$ cat config.mk
export PLATFORM = sky130hd
export DESIGN_NAME = dce_err_status
export DESIGN_NICKNAME = d
export VERILOG_FILES = /design/src/rtl/dce_pkg.sv /design/src/rtl/dce_crc_if.sv /design/src/rtl/dce_crc_chk.sv /design/src/rtl/dce_err_status.sv
export SDC_FILE = /design/constraint.sdc
export NUM_CORES = 1
export LEC_CHECK = 0
export BUFFER_PORTS_ARGS = -buffer_cell sky130_fd_sc_hd__buf_4
export CAP_MARGIN = 25
export CORE_ASPECT_RATIO = 1.5
export CORE_MARGIN = 2
export CORE_UTILIZATION = 25
export CTS_CLUSTER_SIZE = 14
export DETAILED_ROUTE_END_ITERATION = 10
export GPL_TIMING_DRIVEN = 0
export PLACE_DENSITY = 0.5
export SKIP_CTS_REPAIR_TIMING = 1
export SYNTH_ARGS = -nofsm -noshare
export SYNTH_HDL_FRONTEND = slang
export SYNTH_SLANG_ARGS = --single-unit
$ cat constraint.sdc
create_clock -name core_clk_i -period 2.5 [get_ports core_clk_i]
set_input_delay 0.25 -clock core_clk_i [delete_from_list [all_inputs] [get_ports core_clk_i]]
set_output_delay 0.25 -clock core_clk_i [all_outputs]
set_load 0.005 [all_outputs]
$ cat src/rtl/dce_pkg.sv
// dce_pkg: constants of the disk controller error and status block.
// assumes a single 40 MHz controller clock; no imports anywhere.
package dce_pkg;

  // clock and timing
  localparam int          CLK_KHZ      = 40000;
  localparam int          MT_LIMIT_NS  = 10000;
  localparam int          MT_CYC       = MT_LIMIT_NS * (CLK_KHZ / 1000) / 1000;
  localparam int          CMD_LIMIT_MS = 200;
  localparam int          CMD_CYC      = CMD_LIMIT_MS * CLK_KHZ;

  // error status register bit positions
  localparam int          ES_BUS_RST   = 7;
  localparam int          ES_PARITY    = 8;
  localparam int          ES_DATA      = 9;
  localparam int          ES_BUS_TMO   = 10;
  localparam int          ES_CMD_TMO   = 13;
  localparam int          ES_ST_LO     = 7;
  localparam int          ES_ST_HI     = 15;
  localparam logic [15:0] ES_RESET     = 16'h0000;
  localparam logic [15:0] ES_SELFTEST  = 16'hff80;

  // self-test progress count (command register 2); base value arbitrary
  localparam logic [15:0] PROG_RESET   = 16'hff00;

  // formatted sector header length in words
  localparam logic [15:0] HDR_WORDS    = 16'h0003;

  // trap vectors; zero is fixed, the others are arbitrary
  localparam logic [3:0]  VEC_BUS_RST  = 4'h0;
  localparam logic [3:0]  VEC_ABORT    = 4'h1;
  localparam logic [3:0]  VEC_BUS_TMO  = 4'h2;
  localparam logic [3:0]  VEC_CMD_TMO  = 4'h3;

  // check polynomial x16+x12+x5+1, preset all ones, no final inversion
  localparam logic [15:0] CRC_POLY     = 16'h1021;
  localparam logic [15:0] CRC_INIT     = 16'hffff;

  // master cycle sequencer
  typedef enum logic [3:0] {
    M_IDLE = 4'b0001,
    M_ARB  = 4'b0010,
    M_CYC  = 4'b0100,
    M_DONE = 4'b1000
  } dce_mst_t;

endpackage

$ cat src/rtl/dce_crc_if.sv
// dce_crc_if: serial read stream between the status block and its checker.
// assumes both ends run on core_clk_i.
`timescale 1ns/1ps
interface dce_crc_if;
  logic start;
  logic bit_vld;
  logic bit_dat;
  logic residue_nz;

  modport checker_end (input start, input bit_vld, input bit_dat,
                       output residue_nz);
  modport user_end    (output start, output bit_vld, output bit_dat,
                       input residue_nz);
endinterface

$ cat src/rtl/dce_crc_chk.sv
// dce_crc_chk: serial check-character residue over data plus check word.
// assumes start precedes the first bit of each read.
`timescale 1ns/1ps
module dce_crc_chk (
  input  wire logic         core_clk_i,
  input  wire logic         sys_rst_i,
  dce_crc_if.checker_end    crc
);

  logic [15:0] crc_ff;
  logic [15:0] nxt_crc;
  logic        fb;

  always_comb begin
    fb      = crc_ff[15] ^ crc.bit_dat;
    nxt_crc = crc_ff;
    if (crc.start) begin
      nxt_crc = dce_pkg::CRC_INIT;
    end else if (crc.bit_vld) begin
      nxt_crc = {crc_ff[14:0], 1'b0} ^ (fb ? dce_pkg::CRC_POLY : 16'h0000);
    end
  end

  always_ff @(posedge core_clk_i) begin
    if (sys_rst_i) begin
      crc_ff <= dce_pkg::CRC_INIT;
    end else begin
      crc_ff <= nxt_crc;
    end
  end

  // data followed by its own check word leaves zero behind
  assign crc.residue_nz = (crc_ff != 16'h0000);

endmodule // dce_crc_chk

$ cat src/rtl/dce_err_status.sv
// dce_err_status: bus master watchdog, read check, bus traps, self-test
// status and the error status register of the disk controller.
// assumes command/test strobes come from core_clk_i logic; bus pins async.
`timescale 1ns/1ps

module dce_err_status #(
  parameter int CMD_LIMIT_CYC = dce_pkg::CMD_CYC
) (
  input  wire logic        core_clk_i,
  input  wire logic        sys_rst_i,
  input  wire logic        cmd_start_i,
  input  wire logic        cmd_store_regs_i,
  input  wire logic        cmd_terminate_i,
  input  wire logic        master_req_i,
  input  wire logic        bus_available_i,
  input  wire logic        bus_grant_ack_n_i,
  input  wire logic        bus_stall_n_i,
  input  wire logic        bus_parity_fault_n_i,
  input  wire logic        bus_io_reset_n_i,
  input  wire logic        bus_power_warn_n_i,
  input  wire logic        bus_power_reset_n_i,
  input  wire logic        rd_start_i,
  input  wire logic        rd_bit_vld_i,
  input  wire logic        rd_bit_i,
  input  wire logic        rd_end_i,
  input  wire logic        rd_unfmt_i,
  input  wire logic        rd_fmt_sector_i,
  input  wire logic [15:0] rd_words_i,
  input  wire logic        wr_unfmt_end_i,
  input  wire logic [15:0] wr_words_i,
  input  wire logic        selftest_start_i,
  input  wire logic        selftest_pass_i,
  input  wire logic        selftest_fail_i,
  output logic             bus_cycle_go_n_o,
  output logic             bus_master_term_n_o,
  output logic             master_done_o,
  output logic             interrupt_trap_o,
  output logic [3:0]       trap_vector_o,
  output logic             cmd_abort_o,
  output logic             suspend_o,
  output logic             check_residue_fault_o,
  output logic             fault_led_o,
  output logic             short_test_o,
  output logic [15:0]      cmd_reg2_o,
  output logic [15:0]      error_status_o
);

  localparam int NSYNC  = 6;
  localparam int MT_LIM = dce_pkg::MT_CYC;

  dce_crc_if crc ();

  // async pins: two flops before any logic but the bus_available_i inverter and the power-pin AND; idle level is high
  logic [NSYNC-1:0] pin_raw;
  logic [NSYNC-1:0] sync1_ff;
  logic [NSYNC-1:0] sync2_ff;

  assign pin_raw = {~bus_available_i, bus_grant_ack_n_i, bus_stall_n_i,
                    bus_parity_fault_n_i, bus_io_reset_n_i,
                    bus_power_warn_n_i & bus_power_reset_n_i};

  genvar g;
  generate
    for (g = 0; g < NSYNC; g++) begin : g_sync
      always_ff @(posedge core_clk_i) begin
        if (sys_rst_i) begin
          sync1_ff[g] <= 1'b1;
          sync2_ff[g] <= 1'b1;
        end else begin
          sync1_ff[g] <= pin_raw[g];
          sync2_ff[g] <= sync1_ff[g];
        end
      end
    end
  endgenerate

  logic bus_avail_s;
  logic ack_s;
  logic stall_s;
  logic parity_s;
  logic bus_rst_s;

  assign bus_rst_s   = ~sync2_ff[0] | ~sync2_ff[1];
  assign parity_s    = ~sync2_ff[2];
  assign stall_s     = ~sync2_ff[3];
  assign ack_s       = ~sync2_ff[4];
  assign bus_avail_s = ~sync2_ff[5];

  assign crc.start   = rd_start_i;
  assign crc.bit_vld = rd_bit_vld_i;
  assign crc.bit_dat = rd_bit_i;

  dce_crc_chk u_crc (
    .core_clk_i (core_clk_i),
    .sys_rst_i  (sys_rst_i),
    .crc        (crc)
  );

  dce_pkg::dce_mst_t mst_ff;
  dce_pkg::dce_mst_t nxt_mst;
  logic [8:0]        mt_cnt_ff;
  logic [8:0]        nxt_mt_cnt;
  logic [23:0]       ct_cnt_ff;
  logic [23:0]       nxt_ct_cnt;
  logic              cmd_act_ff;
  logic              nxt_cmd_act;
  logic [15:0]       wr_words_ff;
  logic [15:0]       nxt_wr_words;
  logic [15:0]       status_ff;
  logic [15:0]       nxt_status;
  logic [15:0]       prog_ff;
  logic [15:0]       nxt_prog;
  logic              trap_ff;
  logic              nxt_trap;
  logic [3:0]        vec_ff;
  logic [3:0]        nxt_vec;
  logic              abort_ff;
  logic              nxt_abort;
  logic              led_ff;
  logic              nxt_led;
  logic              short_ff;
  logic              nxt_short;
  logic              done_ff;
  logic              nxt_done;
  logic              suspend_ff;
  logic              nxt_suspend;
  logic              mt_expire;
  logic              ct_expire;
  logic              data_err;

  always_comb begin
    nxt_mst      = mst_ff;
    nxt_mt_cnt   = mt_cnt_ff;
    nxt_ct_cnt   = ct_cnt_ff;
    nxt_cmd_act  = cmd_act_ff;
    nxt_wr_words = wr_words_ff;
    nxt_prog     = prog_ff;
    nxt_trap     = 1'b0;
    nxt_vec      = vec_ff;
    nxt_abort    = 1'b0;
    nxt_led      = led_ff;
    nxt_short    = short_ff;
    nxt_done     = 1'b0;
    nxt_suspend  = 1'b0;
    mt_expire = (mst_ff == dce_pkg::M_ARB || mst_ff == dce_pkg::M_CYC) &&
                (mt_cnt_ff == 9'(dce_pkg::MT_CYC - 1));
    ct_expire = cmd_act_ff && (ct_cnt_ff == 24'(CMD_LIMIT_CYC - 1));
    data_err  = rd_end_i && (crc.residue_nz ||
                (rd_unfmt_i && !rd_fmt_sector_i &&
                 rd_words_i != wr_words_ff) ||
                (rd_unfmt_i && rd_fmt_sector_i &&
                 rd_words_i > dce_pkg::HDR_WORDS));
    // new command clears; any set in the same cycle wins
    nxt_status = cmd_start_i ? dce_pkg::ES_RESET : status_ff;

    if (wr_unfmt_end_i) begin
      nxt_wr_words = wr_words_i;
    end

    case (mst_ff)
      dce_pkg::M_IDLE: begin
        nxt_mt_cnt = 9'h000;
        if (master_req_i) begin
          nxt_mst = dce_pkg::M_ARB;
        end
      end
      dce_pkg::M_ARB: begin
        nxt_mt_cnt = mt_cnt_ff + 9'h001;
        if (bus_avail_s) begin
          nxt_mst = dce_pkg::M_CYC;
        end
      end
      dce_pkg::M_CYC: begin
        nxt_mt_cnt = mt_cnt_ff + 9'h001;
        if (ack_s && !stall_s) begin
          nxt_mst  = dce_pkg::M_DONE;
          nxt_done = 1'b1;
        end
      end
      dce_pkg::M_DONE: begin
        nxt_mst = dce_pkg::M_IDLE;
      end
      default: begin
        nxt_mst = dce_pkg::M_IDLE;
      end
    endcase

    // command timer runs from command start to terminate
    if (cmd_start_i) begin
      nxt_cmd_act = 1'b1;
      nxt_ct_cnt  = 24'h000000;
    end else if (cmd_terminate_i) begin
      nxt_cmd_act = 1'b0;
    end else if (cmd_act_ff) begin
      nxt_ct_cnt = ct_cnt_ff + 24'h000001;
    end

    if (selftest_start_i) begin
      nxt_short = !cmd_store_regs_i;
    end

    // count steps only on a pass
    if (selftest_start_i) begin
      nxt_prog = dce_pkg::PROG_RESET;
    end else if (selftest_pass_i) begin
      nxt_prog = prog_ff + 16'h0001;
    end

    if (data_err) begin
      nxt_status[dce_pkg::ES_DATA] = 1'b1;
    end
    if (selftest_fail_i) begin
      nxt_status = nxt_status | dce_pkg::ES_SELFTEST;
    end

    // clear first so an overrun in the same cycle still lights the lamp
    if (cmd_terminate_i) begin
      nxt_led = 1'b0;
    end
    if (ct_expire) begin
      nxt_status[dce_pkg::ES_CMD_TMO] = 1'b1;
      nxt_led     = 1'b1;
      nxt_cmd_act = 1'b0;
      nxt_trap    = 1'b1;
      nxt_vec     = dce_pkg::VEC_CMD_TMO;
    end

    if (mt_expire && nxt_mst != dce_pkg::M_DONE) begin
      nxt_status[dce_pkg::ES_BUS_TMO] = 1'b1;
      nxt_mst   = dce_pkg::M_IDLE;
      nxt_trap  = 1'b1;
      nxt_vec   = dce_pkg::VEC_BUS_TMO;
      nxt_done  = 1'b0;
    end

    if (parity_s) begin
      nxt_status[dce_pkg::ES_PARITY] = 1'b1;
      nxt_mst     = dce_pkg::M_IDLE;
      nxt_cmd_act = 1'b0;
      nxt_abort   = 1'b1;
      nxt_trap    = 1'b1;
      nxt_vec     = dce_pkg::VEC_ABORT;
      nxt_done    = 1'b0;
    end

    // bus reset traps to zero, highest priority
    if (bus_rst_s) begin
      nxt_status[dce_pkg::ES_BUS_RST] = 1'b1;
      nxt_mst     = dce_pkg::M_IDLE;
      nxt_cmd_act = 1'b0;
      nxt_trap    = 1'b1;
      nxt_vec     = dce_pkg::VEC_BUS_RST;
      nxt_suspend = 1'b1;
      nxt_abort   = 1'b0;
      nxt_done    = 1'b0;
    end
  end

  always_ff @(posedge core_clk_i) begin
    if (sys_rst_i) begin
      mst_ff      <= dce_pkg::M_IDLE;
      mt_cnt_ff   <= 9'h000;
      ct_cnt_ff   <= 24'h000000;
      cmd_act_ff  <= 1'b0;
      wr_words_ff <= 16'h0000;
      status_ff   <= dce_pkg::ES_RESET;
      prog_ff     <= dce_pkg::PROG_RESET;
      trap_ff     <= 1'b0;
      vec_ff      <= dce_pkg::VEC_BUS_RST;
      abort_ff    <= 1'b0;
      led_ff      <= 1'b0;
      short_ff    <= 1'b0;
      done_ff     <= 1'b0;
      suspend_ff  <= 1'b0;
    end else begin
      mst_ff      <= nxt_mst;
      mt_cnt_ff   <= nxt_mt_cnt;
      ct_cnt_ff   <= nxt_ct_cnt;
      cmd_act_ff  <= nxt_cmd_act;
      wr_words_ff <= nxt_wr_words;
      status_ff   <= nxt_status;
      prog_ff     <= nxt_prog;
      trap_ff     <= nxt_trap;
      vec_ff      <= nxt_vec;
      abort_ff    <= nxt_abort;
      led_ff      <= nxt_led;
      short_ff    <= nxt_short;
      done_ff     <= nxt_done;
      suspend_ff  <= nxt_suspend;
    end
  end

  // outputs are flops, or one-hot state bits through an inverter or a NOR
  assign bus_cycle_go_n_o      = ~mst_ff[2];
  assign bus_master_term_n_o   = ~(mst_ff[1] | mst_ff[2]);
  assign master_done_o         = done_ff;
  assign interrupt_trap_o      = trap_ff;
  assign trap_vector_o         = vec_ff;
  assign cmd_abort_o           = abort_ff;
  assign suspend_o             = suspend_ff;
  assign check_residue_fault_o = status_ff[dce_pkg::ES_DATA];
  assign fault_led_o           = led_ff;
  assign short_test_o          = short_ff;
  assign cmd_reg2_o            = prog_ff;
  assign error_status_o        = status_ff;

  a_master_window: assert property (
    @(posedge core_clk_i) disable iff (sys_rst_i)
    $rose(mst_ff == dce_pkg::M_ARB) |->
    ##[1:MT_LIM] (mst_ff == dce_pkg::M_IDLE || mst_ff == dce_pkg::M_DONE))
    else $error("master cycle outlived its window");

  a_bus_tmo_report: assert property (
    @(posedge core_clk_i) disable iff (sys_rst_i)
    (mt_expire && !(ack_s && !stall_s && mst_ff == dce_pkg::M_CYC))
    |=> status_ff[dce_pkg::ES_BUS_TMO] && trap_ff &&
        mst_ff == dce_pkg::M_IDLE)
    else $error("bus timeout not reported");

  a_read_check: assert property (
    @(posedge core_clk_i) disable iff (sys_rst_i)
    (rd_end_i && crc.residue_nz && !cmd_start_i)
    |=> status_ff[dce_pkg::ES_DATA])
    else $error("residue fault lost");

  a_unfmt_length: assert property (
    @(posedge core_clk_i) disable iff (sys_rst_i)
    (rd_end_i && rd_unfmt_i && !rd_fmt_sector_i &&
     rd_words_i != wr_words_ff) |=> status_ff[dce_pkg::ES_DATA])
    else $error("unformatted length mismatch missed");

  a_hdr_overrun: assert property (
    @(posedge core_clk_i) disable iff (sys_rst_i)
    (rd_end_i && rd_unfmt_i && rd_fmt_sector_i &&
     rd_words_i > dce_pkg::HDR_WORDS)
    |=> status_ff[dce_pkg::ES_DATA])
    else $error("header overrun missed");

  a_parity_bit: assert property (
    @(posedge core_clk_i) disable iff (sys_rst_i)
    $fell(sync2_ff[2]) |=> status_ff[dce_pkg::ES_PARITY])
    else $error("parity fault not recorded");

  a_parity_abort: assert property (
    @(posedge core_clk_i) disable iff (sys_rst_i)
    (parity_s && !bus_rst_s) |=> cmd_abort_o && !cmd_act_ff)
    else $error("parity fault did not abort");

  a_bus_rst_trap: assert property (
    @(posedge core_clk_i) disable iff (sys_rst_i)
    bus_rst_s |=> trap_ff && vec_ff == 4'h0 && status_ff[dce_pkg::ES_BUS_RST])
    else $error("bus reset trap wrong");

  a_bus_rst_susp: assert property (
    @(posedge core_clk_i) disable iff (sys_rst_i)
    bus_rst_s[*2] |-> suspend_o && mst_ff == dce_pkg::M_IDLE && !cmd_act_ff)
    else $error("operation not suspended");

  a_selftest_fail: assert property (
    @(posedge core_clk_i) disable iff (sys_rst_i)
    selftest_fail_i |=> status_ff[15:7] == 9'h1ff)
    else $error("self-test failure pattern wrong");

  a_progress_step: assert property (
    @(posedge core_clk_i) disable iff (sys_rst_i)
    !selftest_start_i && !selftest_pass_i |=> $stable(cmd_reg2_o))
    else $error("progress moved without a pass");

  a_short_test: assert property (
    @(posedge core_clk_i) disable iff (sys_rst_i)
    (selftest_start_i && !cmd_store_regs_i) |=> short_test_o)
    else $error("short self-test not chosen");

  a_cmd_overrun: assert property (
    @(posedge core_clk_i) disable iff (sys_rst_i)
    $rose(fault_led_o) |-> status_ff[dce_pkg::ES_CMD_TMO])
    else $error("lamp lit without timeout status");

  a_status_hold: assert property (
    @(posedge core_clk_i) disable iff (sys_rst_i)
    !cmd_start_i |=> (($past(status_ff) & ~status_ff) == 16'h0000))
    else $error("status dropped without new command");

endmodule // dce_err_status

# After elaboration in Yosys (flattened, before gate mapping)
# Cells that the tools add are included.
[word_totals]
reg_bits = 122
wordCells = 121
in_bits = 55
[op_classes]
mux = 26
add_sub_neg = 3
eq_ne = 9
order_cmp = 1
n_bitwise = 14
n_reduce_logical = 34
[op_table]
columns = ["cell", "count"]
rows = [
  ["16-bit two-way mux", 2],
  ["24-bit by 1-bit adder with 24-bit output, second input constant", 1],
  ["24-bit by 23-bit == test with 1-bit output, second input constant", 1],
  ["9-bit one-hot mux with 2 select lines", 1],
  ["16-bit by 1-bit adder with 16-bit output, second input constant", 1],
  ["16-bit by 2-bit > comparator with 1-bit output, second input constant", 1],
  ["1-bit two-way mux", 16],
  ["16-bit inequality test", 1],
  ["16-bit nonzero test", 1],
  ["16-bit bitwise XOR", 1],
  ["13-bit two-way mux", 1],
  ["4-bit two-way mux", 3],
  ["4-bit one-hot mux with 3 select lines", 1],
  ["3-bit nonzero test", 4],
  ["2-bit nonzero test", 5],
  ["2-bit OR reduction", 5],
  ["9-bit by 1-bit adder with 9-bit output, second input constant", 1],
  ["9-bit == test, second input constant", 1],
  ["1-bit logical AND", 9],
  ["1-bit NOT", 9],
  ["4-bit OR reduction", 2],
  ["5-bit OR reduction", 1],
  ["4-bit by 1-bit == test with 1-bit output, second input constant", 1],
  ["4-bit by 2-bit == test with 1-bit output, second input constant", 1],
  ["12 further kinds", 17],
]

# Depth between registers and ports, before layout
[logic_depth]
ltp_word = 9
ltp_mapped = 6

# By module
# Synthesis repeated with hierarchy kept, for this count alone.
[hier_totals]
cells_unflattened = 530
area_unflattened_um2 = 4879.7
[by_module_without_submodules]
columns = ["module", "n_inst", "area_per_inst_um2", "seq_area_each_um2", "cells_per_inst"]
rows = [
  ["dce_err_status", 1, 4229.1, 1921.8, 469],
  ["dce_crc_chk", 1, 650.6, 320.3, 61],
]

# Worst setup path after synthesis
# OpenSTA, ideal clock, no wires.
[synth_path]
kind = "register -> register"
start = "register ct_cnt_ff[0]"
end = "register ct_cnt_ff[22]"
setup_slack_ps = 544
required_ps = 2379
stages_incl_launch_ff = 7
setup_ps = 121
path_buffers = 1
arrival_ps = 1835
path_cell_list = "dfxtp_1 ha_1 nand4_4 or3_1 buf_6 nor4_1 mux2_2"
[synth_between]
elab_chain_len = 1
[synth_rtl]
columns = ["element", "line", "source"]
rows = [
  ["start, declared", "dce_err_status.sv:103", "logic [23:0] ct_cnt_ff;"],
  ["start signal, assigned", "dce_err_status.sv:278", "ct_cnt_ff <= nxt_ct_cnt;"],
  ["24-bit by 1-bit adder with 24-bit output", "dce_err_status.sv:195", "nxt_ct_cnt = ct_cnt_ff + 24'h000001;"],
]
# Every way passes these cells.
# A chain may end at the register's enable or synchronous reset.

# Final worst setup path
# Same ends and word-level chain as after synthesis.

==> impl_metrics.csv <==
group,metric,value,unit
run_status,status,"complete, no violations",
clock_tree,cts_tree,"built",
clock_tree,clock-sinks,112,
finish,final_cell_area,6190,µm²
drt,vias,4136,
drt,routed_via_density,4.58,
clock_tree,cts-root-buf,"clkbuf_16",
pwr,powerDensity,597,nW/µm²
placement,dp.cells,888,
logic_synthesis,ys_seq_area_share,45.9,%
timing,finalHoldViolCount,0,
logic_synthesis,syn-cell-area,4880,µm²
logic_synthesis,syn_avg_cell_area,9.07,µm²
placement,dp_hpwl,9300,µm
drt,drt-initial-drc-count,172,
timing,final.setup_skew,0.0113,ns
global_route,grt-ovfl-total,0,
timing,finalSetupViolations,0,
logic_synthesis,yosysTopAreaCellShare,45.9,%
timing,tns,0,ns
finish,drive_above_1_share,21.6,%
timing,period_share,84.9,%
global_route,antenna_found_initial,0,
clock_tree,clkLatencyLatePin,0.36,ns
die,ios,100,
timing,fmax,0.471,GHz
timing,rsz0062_at_grt,"false",
global_route,grt_pass1_wl,20600,µm
timing,max_slew_margin,51.1,%
timing,drv_slew,0,
setup_path,path_cells,"ha_1 -> nand4_4 -> or3_1 -> buf_6 -> nor4_1 -> mux2_2",
logic_synthesis,yosys.area.top_type,"dfxtp_1",
drt,routedWlPerCell,13.6,µm
die,die_y,175,µm
drt,ant_nets,0,
min_path,worst_hold_path_type,"input port to register",
placement,gp_congestion,0.765,
pwr,finalPower,3.70,mW
setup_path,end_kind,"register",
timing,min_period,2.12,ns
finish,area_delta_synth_final,26.9,%
setup_path,cpPeakStageDelay,0.40,ns
timing,tightestPinTransition,0.724,ns
finish,fin_nets,701,
setup_path,critPathKind,"register to register",
placement,io_buffers,86,
finish,finalNonFillerCells,904,
pwr,ir_drop,0.000287,V
die,start_util,25.5,%
setup_path,slowest_stage,"or3_1",
clock_tree,htree_levels,3,
die,row_count,62,
logic_synthesis,yosysWarnings,0,
placement,placed_area,5880,µm²
clock_tree,cts_buffer_depth,2,
global_route,grt_pass1_vias,4226,
setup_path,arrival,2.36,ns
setup_path,cp_max_fo,10,
drt,drc,0,
logic_synthesis,synth_cells,538,
finish,layout_commonest_cell,"dfxtp_1",
die,coreArea,19200,µm²
global_route,grt_max_degree,19,
logic_synthesis,ys_ff_latch,112,
logic_synthesis,synth_area_leaders,"dfxtp_1, mux2i_1, xnor2_1, nor2_1, nand2_1",
drt,drt_pre_antenna_iters,6,
setup_path,startpoint_type,"register",
die,die-area,20700,µm²
finish,final_cell_mix,"dfxtp_1, buf_4, nor2_1, nand2_1, mux2i_1",
global_route,track_usage,12.2,%
min_path,hold_depth,2,
finish,diodes,0,
setup_path,worst_ep_required_time,2.74,ns
drt,wl,12300,µm
clock_tree,cts_buffers,9,
die,die_x,118,µm
setup_path,reg2regPathDepth,6,
clock_tree,clk_pin_slew,0.07,ns
logic_synthesis,synth_cell_types,51,
pwr,p_leak,2.36,nW
run,cap_viol_max_count,0,
## power by group
part	internal (mW)	switching [mW]	leakage, nW
sequential	1.83	0.0268	0.913
clock	0.842	0.687	0.158
combinational	0.165	0.151	1.29
total	2.83	0.865	2.36
## cell usage after synthesis (all sizes together)
library cell    n
clkbuf         24
nor4           15
and4b           1
a2111oi         1
a22oi           1
xnor2          30
or3             8
dfxtp         112
nand3          13
a311oi          1
a41oi           1
nor2           60
a21o            1
nand4b          1
o21ai          12
a31oi           5
and2            2
or4b            3
nor2b           2
or2            14
nand4          16
o21a            1
nor3           11
or4             6
xor2           13
nand2          44
mux2i          33
inv            13
a21oi          30
o41ai           1
nand2b          4
o31ai           6
a311o           2
mux2            3
ha              3
and3b           1
a211oi          4
and4            7
buf            14
o211a           1
nor4b           5
o211ai          1
conb            1
nand3b          2
and3            9
## logic make-up (layout without fill, tap and decap cells)
logic type	count (synthesis)	count (layout)	synth area share (%)
AO/OA/AOI/OAI	68	68	8.56
XOR/XNOR	43	43	7.72
adder cells (fa/ha/maj)	3	3	0.769
buffers and inverters	51	153	5.10
flip-flops	112	112	45.9
multiplexers	36	36	7.46
other	1	9	0.0768
AND/OR/NAND/NOR	224	224	24.4
## final timing paths
kind / start / endpoint / slack (ns)
max: ct_cnt_ff[0] / ct_cnt_ff[22] / 0.38
min: bus_available_i / sync1_ff[5] / 0.07
max reg2reg: ct_cnt_ff[0] / ct_cnt_ff[22] / 0.38
min reg2reg: sync1_ff[4] / sync2_ff[4] / 0.41
## final cells by class
cell class / instances / area (µm²)
Fill cell: 2024 / 13000
Multi-Input combinational cell: 383 / 2420
Sequential cell: 112 / 2240
Timing Repair Buffer: 86 / 646
Tap cell: 256 / 320
Clock buffer: 11 / 253
Buffer: 38 / 200
Clock inverter: 5 / 63.8
Inverter: 13 / 48.8
## state kept, by name (all words and copies together) (netlist names), 2 cells and up
register	count
ct_cnt_ff	24
cmd_reg2_o	16
u_crc.crc_ff	16
wr_words_ff	16
mt_cnt_ff	9
error_status_o	6
sync1_ff	6
sync2_ff	6
mst_ff	4
trap_vector_o	2
## stage by stage
| stage | util [%] | hold slack [ns] | setup WS (ns) |
|---|---|---|---|
| final | 32.3 | 0.0709 | 0.378 |
| after floorplan | - | 0.324 | 0.544 |
| after global placement | 30.7 | 0.395 | 0.408 |
| after detailed placement | 30.7 | 0.396 | 0.399 |
| after CTS | 32.3 | 0.0543 | 0.372 |
| after global routing | 32.3 | 0.0786 | 0.199 |
## worst max-delay path, delay by kind of cell (launching register included)
kind / cells / cell delay, ns
adder cells (fa/ha/maj): 1 / 0.24
buffers and inverters: 1 / 0.15
flip-flops: 1 / 0.39
multiplexers: 1 / 0.37
AND/OR/NAND/NOR: 3 / 0.86
## per-layer routing
metal | GRT usage (%) | share of wire (%)
met2 | 20.6 | 48
met5 | 0 | 0
met3 | 3.00 | 6.7
met4 | 4.82 | 1.9
met1 | 14.7 | 43
Note: power is estimated with default switching activity, not from simulation.
